==> config.mk <==
export PLATFORM = sky130hd
export DESIGN_NAME = dma_transfer_registers
export DESIGN_NICKNAME = d
export VERILOG_FILES = /design/src/logic/dma_regs_pkg.sv /design/src/logic/dma_transfer_registers.sv /design/src/logic/word_fifo.sv
export SDC_FILE = /design/constraint.sdc
export NUM_CORES = 1
export LEC_CHECK = 0
export ABC_AREA = 0
export BUFFER_PORTS_ARGS = -buffer_cell sky130_fd_sc_hd__buf_2
export CAP_MARGIN = 20
export CORE_UTILIZATION = 40
export DETAILED_ROUTE_END_ITERATION = 16
export GPL_TIMING_DRIVEN = 0
export PLACE_DENSITY = 0.66
export SLEW_MARGIN = 25
export SYNTH_ARGS = -nofsm -noshare
export SYNTH_HDL_FRONTEND = slang
export SYNTH_SLANG_ARGS = --single-unit
==> constraint.sdc <==
create_clock -name clk -period 3.1 [get_ports clk]
set_input_delay 0 -clock clk [delete_from_list [all_inputs] [get_ports clk]]
set_output_delay 0 -clock clk [all_outputs]
set_load 0.05 [all_outputs]
==> src/logic/dma_regs_pkg.sv <==
// Package: register indices, field positions, reset values and bus carriers
package dma_regs_pkg;

  // Register word indices on the host port (no offsets printed; chosen here)
  localparam logic [2:0] REG_COUNT   = 3'h0;
  localparam logic [2:0] REG_ADDRESS = 3'h1;
  localparam logic [2:0] REG_CONTROL = 3'h2;
  localparam logic [2:0] REG_DATA    = 3'h3;

  // Control/status field positions
  localparam int CS_GO      = 0;
  localparam int CS_FUNC_LO = 1;
  localparam int CS_XA_LO   = 4;
  localparam int CS_XA_HI   = 5;
  localparam int CS_IE      = 6;
  localparam int CS_READY   = 7;
  localparam int CS_CYCLE   = 8;
  localparam int CS_STAT_LO = 9;
  localparam int CS_MAINT   = 12;
  localparam int CS_ATTN    = 13;
  localparam int CS_NXM     = 14;
  localparam int CS_ERROR   = 15;

  // Writable bits and bits cleared by writing zero
  localparam logic [15:0] CS_RW_MASK    = 16'h117E;
  localparam logic [15:0] CS_XA_MASK    = 16'h0030;
  localparam logic [15:0] CS_W0C_MASK   = 16'h4000;

  // Reset values
  localparam logic [15:0] COUNT_RESET   = 16'h0000;
  localparam logic [14:0] ADDRESS_RESET = 15'h0000;
  localparam logic [5:0]  UPPER_RESET   = 6'h00;
  localparam logic [15:0] CONTROL_RESET = 16'h0080;
  localparam logic [15:0] DATA_RESET    = 16'h0000;

  typedef struct packed {
    logic        rd;
    logic        wr;
    logic [2:0]  index;
    logic [1:0]  byte_en;
    logic [15:0] wdata;
  } host_req_s;

  typedef struct packed {
    logic [21:0] addr;
    logic [15:0] data;
  } mem_word_s;

endpackage

==> src/logic/dma_transfer_registers.sv <==
// DMA interface register set, counters and data buffers
//
// What this block does
// Transfer count: 16-bit RW, negative word count
// Count advances per transfer when allowed
// Count reaching zero stops, readies, interrupts
// Transfer count accepts word accesses only
// Memory address: 15-bit RW word address
// Address advances per transfer when allowed
// Address carry bumps extended or upper bits
// Sixteen-bit systems wrap to zero
// Upper address: 6-bit, 22-bit mode, words
// Control bit 00 writes, reads zero
// Control bits RW versus read-only split
// Control bit 14 cleared by writing zero
// Extended bits writable only in 18-bit mode
// Control register allows byte and word access
// Input buffer read-only, output buffer write-only
// Buffers move by DMA or processor access
// Buffers share one address by direction
// Looped connectors act as one register
// Second address read returns upper address
// Request rising edge starts one DMA, none while the memory FIFO is full
// User holds address allow high normally
// Bus address is upper (22-bit mode) or extended bits, address, zero
`timescale 1ns/1ps
module dma_transfer_registers
  import dma_regs_pkg::*;
#(
  parameter int FIFO_DEPTH = 4
) (
  input  wire logic                    clk,                // System clock
  input  wire logic                    rst,                // Bus initialise
  input  wire dma_regs_pkg::host_req_s host_req,           // Host register access
  output logic                  [15:0] host_rdata,         // Read data, registered
  input  wire logic                    addr22_mode,        // 22-bit addressing strap
  input  wire logic                    addr16_system,      // Only 16 address bits
  input  wire logic             [15:0] user_data_in,       // Input connector data
  input  wire logic              [2:0] user_status,        // User status lines
  input  wire logic                    user_attention,     // User attention line
  input  wire logic                    cycle_request,      // Transfer request pin
  input  wire logic                    count_advance_allow, // Count increment enable
  input  wire logic                    address_advance_allow, // Address increment enable
  input  wire logic                    dma_to_memory,      // Direction: input buffer out
  output logic                  [15:0] user_data_out,      // Output connector data
  output logic                   [2:0] user_function,      // Function lines
  output logic                         ready_out,          // Ready flag
  output logic                         irq,                // Interrupt request level
  output logic                         dma_req,            // DMA request pending
  input  wire logic                    dma_done,           // Bus finished one transfer
  input  wire logic             [15:0] dma_rdata,          // Word read from memory
  output dma_regs_pkg::mem_word_s      mem_out,            // Address/data to memory
  output logic                         mem_out_valid,      // Memory write word ready
  input  wire logic                    mem_out_ready       // Memory side accepts
);
  import dma_regs_pkg::*;

  logic [15:0] transfer_count_reg;
  logic [14:0] memory_address;
  logic [5:0]  upper_address_reg;
  logic [15:0] control_status_reg;
  logic [15:0] data_buffer_reg;
  logic [15:0] input_capture;
  logic        second_read;
  logic        ready_q;
  logic        irq_q;
  logic        req_q;
  logic        active;
  logic [1:0]  req_sync;
  logic        req_last;
  logic [15:0] in_sync1;
  logic [15:0] in_sync2;
  logic [2:0]  stat_sync1;
  logic [2:0]  stat_sync2;
  logic [1:0]  attn_sync;
  logic [1:0]  cnt_sync;
  logic [1:0]  adr_sync;

  // Pins from the user device are asynchronous
  always_ff @(posedge clk)
  begin
    in_sync1   <= user_data_in;
    in_sync2   <= in_sync1;
    stat_sync1 <= user_status;
    stat_sync2 <= stat_sync1;
    attn_sync  <= {attn_sync[0], user_attention};
    cnt_sync   <= {cnt_sync[0], count_advance_allow};
    adr_sync   <= {adr_sync[0], address_advance_allow};
    req_sync   <= {req_sync[0], cycle_request};
    req_last   <= req_sync[1];
  end

  // Host decode
  wire wr_any    = host_req.wr;
  wire rd_any    = host_req.rd;
  wire word_acc  = (host_req.byte_en == 2'b11);
  wire wr_count  = wr_any && (host_req.index == REG_COUNT) && word_acc;
  wire hit_addr  = host_req.index == REG_ADDRESS;
  wire wr_addr   = wr_any && hit_addr && word_acc && !second_read;
  wire wr_upper  = wr_any && hit_addr && word_acc && second_read && addr22_mode;
  wire wr_ctrl   = wr_any && (host_req.index == REG_CONTROL);
  wire wr_data   = wr_any && (host_req.index == REG_DATA);
  wire rd_addr   = rd_any && hit_addr;

  // Byte lanes of a control write
  wire [15:0] lane_mask = {{8{host_req.byte_en[1]}}, {8{host_req.byte_en[0]}}};
  wire [15:0] xa_wmask  = addr22_mode ? 16'h0000 : CS_XA_MASK;
  wire [15:0] ctrl_wm   = lane_mask & ((CS_RW_MASK & ~CS_XA_MASK) | xa_wmask);

  // Rising edge of the request pin
  wire req_edge   = req_sync[1] && !req_last;
  wire go_write   = wr_ctrl && host_req.byte_en[0] && host_req.wdata[CS_GO];
  wire attn_stop  = attn_sync[1];

  // Transfer completion and counting
  wire        xfer       = active && req_q && dma_done;
  wire        cnt_step   = xfer && cnt_sync[1];
  wire [15:0] count_next = transfer_count_reg + 16'h0001;
  wire        count_zero = cnt_step && (count_next == 16'h0000);
  wire        adr_step   = xfer && adr_sync[1];
  wire [15:0] addr_sum   = {1'b0, memory_address} + 16'h0001;
  wire        addr_carry = adr_step && addr_sum[15];
  wire [1:0]  xa_now     = control_status_reg[CS_XA_HI:CS_XA_LO];
  // A 16-bit system ignores the extended bits, so it wraps to zero
  wire [1:0]  xa_next    = addr16_system ? 2'b00 : xa_now + 2'b01;

  // Words bound for memory go through the FIFO; a request edge while it is full is dropped
  logic fifo_in_ready;
  wire  [37:0] fifo_word = {upper_address_reg, xa_now[1:0] & {2{!addr22_mode}},
                            memory_address[13:0], data_buffer_reg};
  mem_word_s push_word;
  assign push_word.addr = addr22_mode ? {upper_address_reg, memory_address, 1'b0}
                                      : {4'h0, xa_now, memory_address, 1'b0};
  assign push_word.data = input_capture;
  wire fifo_push = xfer && dma_to_memory;
  wire [37:0] fifo_out;

  word_fifo #(.WIDTH(38), .DEPTH(FIFO_DEPTH)) u_fifo (
    .clk       (clk),
    .rst       (rst),
    .in_valid  (fifo_push),
    .in_ready  (fifo_in_ready),
    .in_data   (push_word),
    .out_valid (mem_out_valid),
    .out_ready (mem_out_ready),
    .out_data  (fifo_out)
  );
  assign mem_out = fifo_out;

  // Control/status read view
  wire [15:0] ctrl_view = {control_status_reg[15], control_status_reg[14], attn_sync[1],
                           control_status_reg[12], stat_sync2,
                           control_status_reg[8], ready_q,
                           control_status_reg[6:1], 1'b0};

  // Read mux: one address serves two registers in turn
  wire [15:0] rd_value =
    (host_req.index == REG_COUNT)   ? transfer_count_reg :
    (hit_addr && second_read)       ? {10'h000, upper_address_reg} :
    hit_addr                        ? {memory_address, 1'b0} :
    (host_req.index == REG_CONTROL) ? ctrl_view :
    (host_req.index == REG_DATA)    ? input_capture :
                                      16'h0000;

  always_ff @(posedge clk)
  begin
    if (rst)
      host_rdata <= 16'h0000;
    else if (rd_any)
      host_rdata <= rd_value;
  end

  // Alternating read pointer, only meaningful in 22-bit mode
  always_ff @(posedge clk)
  begin
    if (rst)
      second_read <= 1'b0;
    else if (rd_addr && addr22_mode)
      second_read <= !second_read;
    else if (!addr22_mode || (wr_any && !hit_addr))
      second_read <= 1'b0;
  end

  always_ff @(posedge clk)
  begin
    if (rst)
      transfer_count_reg <= COUNT_RESET;
    else if (wr_count)
      transfer_count_reg <= host_req.wdata;
    else if (cnt_step)
      transfer_count_reg <= count_next;
  end

  always_ff @(posedge clk)
  begin
    if (rst)
      memory_address <= ADDRESS_RESET;
    else if (wr_addr)
      memory_address <= host_req.wdata[15:1];
    else if (adr_step)
      memory_address <= addr_sum[14:0];
  end

  always_ff @(posedge clk)
  begin
    if (rst)
      upper_address_reg <= UPPER_RESET;
    else if (wr_upper)
      upper_address_reg <= host_req.wdata[5:0];
    else if (addr_carry && addr22_mode)
      upper_address_reg <= upper_address_reg + 6'h01;
  end

  // Stored control bits; attention, status and ready are supplied live in the view
  wire [15:0] ctrl_written = (control_status_reg & ~ctrl_wm) | (host_req.wdata & ctrl_wm);
  always_ff @(posedge clk)
  begin
    if (rst)
      control_status_reg <= CONTROL_RESET;
    else
    begin
      if (wr_ctrl)
        control_status_reg <= ctrl_written;
      if (wr_ctrl && host_req.byte_en[1] && !host_req.wdata[CS_NXM])
        control_status_reg[CS_NXM] <= 1'b0;
      if (addr_carry && !addr22_mode)
        control_status_reg[CS_XA_HI:CS_XA_LO] <= xa_next;
      if (go_write || req_edge)
        control_status_reg[CS_ERROR] <= control_status_reg[CS_NXM];
    end
  end

  // Transfer state: go arms, zero count or attention stops and readies
  always_ff @(posedge clk)
  begin
    if (rst)
    begin
      active  <= 1'b0;
      ready_q <= 1'b1;
      irq_q   <= 1'b0;
    end
    else if (count_zero || (active && attn_stop))
    begin
      active  <= 1'b0;
      ready_q <= 1'b1;
      irq_q   <= control_status_reg[CS_IE];
    end
    else if (go_write)
    begin
      active  <= 1'b1;
      ready_q <= 1'b0;
      irq_q   <= 1'b0;
    end
    else if (wr_ctrl && host_req.byte_en[0] && !host_req.wdata[CS_IE])
      irq_q <= 1'b0;
  end

  // One request per rising edge; an edge while memory FIFO is full raises none
  always_ff @(posedge clk)
  begin
    if (rst)
      req_q <= 1'b0;
    // Attention drops the request with active, so it never outlives ready
    else if (!active || xfer || attn_stop)
      req_q <= 1'b0;
    else if (req_edge && fifo_in_ready)
      req_q <= 1'b1;
  end

  // Data buffers
  always_ff @(posedge clk)
  begin
    if (rst)
    begin
      data_buffer_reg <= DATA_RESET;
      input_capture   <= DATA_RESET;
    end
    else
    begin
      if (wr_data)
        data_buffer_reg <= (data_buffer_reg & ~lane_mask)
                           | (host_req.wdata & lane_mask);
      else if (xfer && !dma_to_memory)
        data_buffer_reg <= dma_rdata;
      if (req_edge)
        input_capture <= in_sync2;
    end
  end

  assign user_data_out = data_buffer_reg;
  assign user_function = control_status_reg[3:1];
  assign ready_out     = ready_q;
  assign irq           = irq_q;
  assign dma_req       = req_q;

  wire unused_ok = &{1'b0, fifo_word, count_next[0]};
endmodule

==> src/logic/word_fifo.sv <==
// Small flip-flop FIFO with valid/ready on both sides
`timescale 1ns/1ps
module word_fifo #(
  parameter int WIDTH = 16,
  parameter int DEPTH = 4
) (
  input  wire logic             clk,     // System clock
  input  wire logic             rst,     // Synchronous reset
  input  wire logic             in_valid, // Writer has a word
  output logic                  in_ready, // Room for a word
  input  wire logic [WIDTH-1:0] in_data, // Word written
  output logic                  out_valid, // Word available
  input  wire logic             out_ready, // Reader takes word
  output logic      [WIDTH-1:0] out_data // Head word
);
  localparam int AW = $clog2(DEPTH);

  logic [WIDTH-1:0] store [DEPTH];
  logic [AW-1:0]    wr_ptr;
  logic [AW-1:0]    rd_ptr;
  logic [AW:0]      fill;

  wire push = in_valid && in_ready;
  wire pop  = out_valid && out_ready;

  assign in_ready  = (fill < (AW+1)'(DEPTH));
  assign out_valid = (fill != '0);
  assign out_data  = store[rd_ptr];

  always_ff @(posedge clk)
  begin
    if (rst)
    begin
      wr_ptr <= '0;
      rd_ptr <= '0;
      fill   <= '0;
    end
    else
    begin
      if (push)
      begin
        store[wr_ptr] <= in_data;
        wr_ptr        <= (wr_ptr == AW'(DEPTH - 1)) ? '0 : wr_ptr + 1'b1;
      end
      if (pop)
        rd_ptr <= (rd_ptr == AW'(DEPTH - 1)) ? '0 : rd_ptr + 1'b1;
      fill <= fill + (AW+1)'(push) - (AW+1)'(pop);
    end
  end
endmodule

# Yosys cells after proc, flatten, opt, wreduce, memory -nomap -nowiden

Memory sizes are Yosys's and may differ from the RTL's. A register that Yosys moved wholly into a read port is not among the register bits.
Index checks and enable logic that the tools add are counted.

Reduce and logical (&&, ||, !) cells: 60
Eq/ne operators: 6
Multipliers: 0
Mux-type cells: 31
Bitwise gates (word level): 9
Shift operators: 0
Divide/modulo/power cells: 0
Order comparisons: 1
Add/sub/neg operators: 8

Operator list:

| cell                    | number |
|---|---|
| $mux W16                | 10 |
| $and A16 B16 Y16        | 4 |
| $logic_and A1 B1 Y1     | 33 |
| $not A16 Y16            | 2 |
| $or A16 B16 Y16         | 2 |
| $mux W15                | 2 |
| $mux W22                | 1 |
| $mux W6                 | 3 |
| $add A15 B1 Y16 const B | 1 |
| $add A16 B1 Y16 const B | 1 |
| $and A16 B13 Y16        | 1 |
| $logic_not A16 Y1       | 1 |
| $reduce_bool A2 Y1      | 7 |
| $mux W2                 | 6 |
| $mux W1                 | 9 |
| $logic_not A1 Y1        | 8 |
| $add A2 B1 Y2 const B   | 3 |
| $add A6 B1 Y6 const B   | 1 |
| $eq A2 B2 Y1 const B    | 3 |
| $eq A3 B2 Y1 const B    | 2 |
| $reduce_bool A3 Y1      | 2 |
| $reduce_or A2 Y1        | 3 |
| $logic_or A1 B1 Y1      | 5 |
| $add A3 B1 Y3           | 1 |
| 4 further kinds         | 4 |

Bits of input ports: 69
Output and inout port bits: 77
Bits in read-only memories: 0
Memories: 1
Latch bits: 0
Memory bits (writable): 152
Word-level logic and storage cells: 143
Register bits after elaboration: 160

Memories:

| memory       | depth | bits a word | read ports | clocked after Yosys merged registers in | write ports | RTL line        | source |
|---|---|---|---|---|---|---|---|
| u_fifo.store | 4     | 38          | 1          | 1                                       | 1           | word_fifo.sv:18 | `logic [WIDTH-1:0] store [DEPTH];` |

# Logic depth before layout (Yosys ltp)

Word-level depth: 7
Gate-level depth with buffers: 11
Mapped depth without buffers: 11

# Modules after synthesis

From an unflattened synthesis, not the netlist that was laid out.

Cell total of the unflattened synthesis: 959
Area total of the unflattened synthesis: 12216.7 µm²

Modules (own cells, without submodules):

| module                 | instances | cells each | seq. area each (µm²) | area an instance (µm²) |
|---|---|---|---|---|
| dma_transfer_registers | 1         | 712        | 2902.8               | 6243.5 |
| word_fifo              | 1         | 247        | 4744.6               | 5973.2 |

# Worst setup path before layout

No wires, ideal clock.

Path kind: register to register
From: register req_q (netlist: dma_req)
To: memory u_fifo.store[0][0] (enable)
Clock period less this slack: 2.824 ns
Data required time: 2.702 ns
Data arrival time: 2.426 ns
Buffers on the path: 0
Setup slack: 0.276 ns
Library setup time: 0.398 ns
Stages on the path, launching flop included: 5
Cells stage by stage: dfxtp_1 nand3_1 or3b_2 nor2_1 and2_1

Word-level cells in the longest chain between the ends: 7

Ends and longest elaborated chain:

| element                          | RTL line                      | source |
|---|---|---|
| start: declaration               | dma_transfer_registers.sv:67  | `logic req_q;` |
| start signal: assignment         | dma_transfer_registers.sv:262 | `req_q <= 1'b0;` |
| start signal: assignment         | dma_transfer_registers.sv:265 | `req_q <= 1'b0;` |
| start signal: assignment         | dma_transfer_registers.sv:267 | `req_q <= 1'b1;` |
| $logic_and A1 B1 Y1 (2 in a row) | dma_transfer_registers.sv:116 | `wire xfer = active && req_q && dma_done;` |
| $logic_and A1 B1 Y1              | dma_transfer_registers.sv:135 | `wire fifo_push = xfer && dma_to_memory;` |
| $logic_and A1 B1 Y1              | word_fifo.sv:23               | `wire push = in_valid && in_ready;` |
| $mux W1                          | word_fifo.sv:40               | `if (push)` |
| $mux W1                          | word_fifo.sv:32               | `if (rst)` |
| $mux W1 (not written as such)    | word_fifo.sv:42               | `store[wr_ptr] <= in_data;` |
| end: declaration                 | word_fifo.sv:18               |  |

No other way between the ends.

==> summary.txt <==
Status -> completed
Flip-flop count of the largest register after layout -> 148
Largest cells by area after synthesis -> edfxtp_1 (38%), dfxtp_1 (26%), mux4_2 (7.0%)
GR Util met3 -> 3.26%
CP Capture Type -> primary output
Gr usage total -> 20.2%
Yosys top cell area share -> 37.5%
Multiplexer share of the synthesized area -> 9.79%
Hold Crit Endpoint -> host_rdata[15]
Final worst path period share -> 89.3%
Hold_ws -> 0.0577 ns
Drt pass-1 iters -> 5
RSZ-0062 raised after global routing -> false
Complex-gate fraction of the synthesized area -> 7.67%
Clk slew on worst S/H paths -> 0.06 ns
RR Endpoint -> control_status_reg[5]
Data required time of the worst path -> 3.10 ns
Setup slack at placement -> 0.703 ns
# rows -> 62
DRC violations left -> 0
Largest family of logic cells by synthesized area -> simple AND/OR/NAND/NOR gates
Total clock buffers created by CTS -> 30
M2 GR Usage -> 32.7%
Power Density -> 633 mW/mm2
CTS Sinks -> 302
Initial core utilization -> 40.9%
Crit path time final -> 2.77 ns
Worst-path fanout max -> 10
DR iter-0 viols -> 762
Filler Cell Count -> 2460
HP Class -> input pin to flip-flop
Reg2Reg Depth -> 8
Ys flop type -> dfxtp_1
Cell area after layout -> 0.0150 mm2
Die height -> 174 um
Die ar. -> 0.0303 mm2
Synth Cell Area -> 0.0118 mm2
Area leader, netlist -> edfxtp_1
Slew margin rel. -> 46.8%
Power, Total -> 9470 uW
Yosys reg bits -> 302
Max-Cap Viols -> 0
GR peak layer -> met2
Share of cells above drive strength 1 -> 22.5%
Register area share after synthesis -> 63.6%
Root Buffer -> clkbuf_16
Critical path startpoint category -> flip-flop
Fmax -> 361 MHz
Antenna Nets Post-Route -> 0
Post-DP Area -> 0.0131 mm2
Number of synthesized flops with an enable pin -> 148
Area Growth Syn to Fin -> 26.3%
Reg with most FFs -> u_fifo.store
VDD IR max -> 0.364 mV
Mapped Nets -> 1010
# nets final -> 1271
Hold Path Origin -> host_req[18]
Routed vias/inst -> 5.26
Post-Syn Area per Cell -> 12.7 um2
Post-Synth Simple-Gate Area -> 12.0%
CTS tree -> built
Io pins -> 146
Number of gates resized after CTS -> 0
First-pass GRT wire length -> 47200 um
XOR/XNOR Fraction of Synth Area -> 3.03%
Hold depth -> 5
Vias in the first global route -> 8339
Worst Tran Pin Value -> 0.792 ns
Placer congestion estimate -> 0.933
Clk_skew -> 0.0153 ns
Later-pin clock latency in the skew report -> 0.55 ns
Post-synth ARST share -> 0%
Setup-failing EPs final -> 0
Post-synthesis cell type count -> 52
Global routing met1 resource utilization -> 27.6%
Synth Area in Adders -> 1.23%
Post-Synthesis Cells -> 930
Multi-input gate area -> 0.00400 mm2
Final hold viol count -> 0
R2R Path Start -> active
Via count -> 8416
H-tree depth -> 1
Input/output buffers -> 141
Final global-route overflow total -> 0
Crit Path Class -> flip-flop to primary output
Synth warn -> 0
Core area -> 0.0289 mm2
# diodes -> 0
DP HPWL -> 21500 um
Clk buf depth -> 3
Routed WL -> 31100 um
Antenna violations before repair -> 0
Register Area -> 0.00753 mm2
Post-CTS Setup Inserts -> 0
Largest net degree at the start of global routing -> 25
Cell leakage power -> 0.00572 uW
Hold_buf cts -> 84
Final Max Tran Viols -> 0
Arrival @ worst endpoint -> 2.77 ns
R2R setup slack -> 0.59 ns
Routed length per placed instance -> 19.4 um
Die width -> 174 um
Post-route worst setup slack -> 0.333 ns
-- area by class of cell --
type / instances / area share (%)
sequential: 302 / 50.3
clock inverter: 18 / 0.995
inverter: 13 / 0.326
clock buffer: 38 / 5.57
timing repair buffer: 229 / 11.0
multi-input combinational: 552 / 26.8
buffer: 63 / 1.80
tap: 384 / 3.21
-- Yosys cell counts (12+ instances only) --
library cell / number
edfxtp_1: 148
xor2_1: 25
a22oi_1: 12
clkbuf_1: 45
dfxtp_1: 154
nand3_1: 37
and2_1: 12
mux2_2: 16
mux2i_1: 12
nand4_1: 13
xnor2_1: 16
a211oi_1: 47
nor3_1: 17
nor2_1: 91
a21oi_1: 29
inv_1: 13
nand2_1: 92
mux4_2: 37
-- metal layers --
metal / part of all wire (%) / wire [um]
met1: 43 / 13400
met2: 47 / 14600
met3: 7.1 / 2190
met4: 3.0 / 927
met5: 0 / 0
-- worst max-delay path by stage --
| stage | startpoint | endpoint | slack (ns) |
|---|---|---|---|
| after floorplan | dma_req | u_fifo.store[0][0] | 0.28 |
| after global placement | dma_req | u_fifo.store[3][33] | -0.09 |
| after detailed placement | dma_req | u_fifo.store[2][21] | 0.70 |
| after CTS | flip-flop | mem_out[34] | 0.19 |
| after global routing | flip-flop | mem_out[14] | 0.10 |
| final | flip-flop | mem_out[34] | 0.33 |
-- report_power, final --
group,internal (uW),switching [uW]
Sequential,4260,78.0
Clock,2010,1560
Combinational,548,1010
-- placed cells by master, fill, tap and decap left out, types with 11 or more instances in the layout --
cell type      synthesis  layout
dfxtp_1              154     154
clkbuf_1              45      50
a211oi_1              47      47
mux2i_1               12      12
xor2_1                25      25
a22oi_1               12      12
a21oi_1               29      29
nand2_1               92      92
edfxtp_1             148     148
inv_1                 13      13
nor2_1                91      91
xnor2_1               16      16
nor3_1                17      17
dlygate4sd3_1          0      84
mux4_2                37      37
nand3_1               37      37
nand4_1               13      13
buf_2                  8     149
mux2_2                16      16
and3_1                11      11
clkbuf_16              0      32
-- cells by family after synthesis --
group | Yosys count
AND/OR/NAND/NOR | 304
flip-flops | 302
AO/OA/AOI/OAI | 129
buffers and inverters | 76
multiplexers | 66
XOR/XNOR | 41
adder cells (fa/ha/maj) | 11
other | 1
-- worst max-delay path: stages, from the launching register on --
cell and delay (ns):
dfxtp_1 0.31, clkbuf_1 0.60, buf_2 0.49, mux4_2 0.58, buf_2 0.23
-- per-stage QoR --
step           cells  util (%)  TNS [ns]
4_1_cts         1599      51.7         0
2_1_floorplan    930         -         0
5_1_grt         1599      51.7         0
3_3_place_gp    1455      45.0    -12.13
6_report        1599      51.7         0
3_5_place_dp    1459      45.4         0
(Power assumes the default switching activity.)
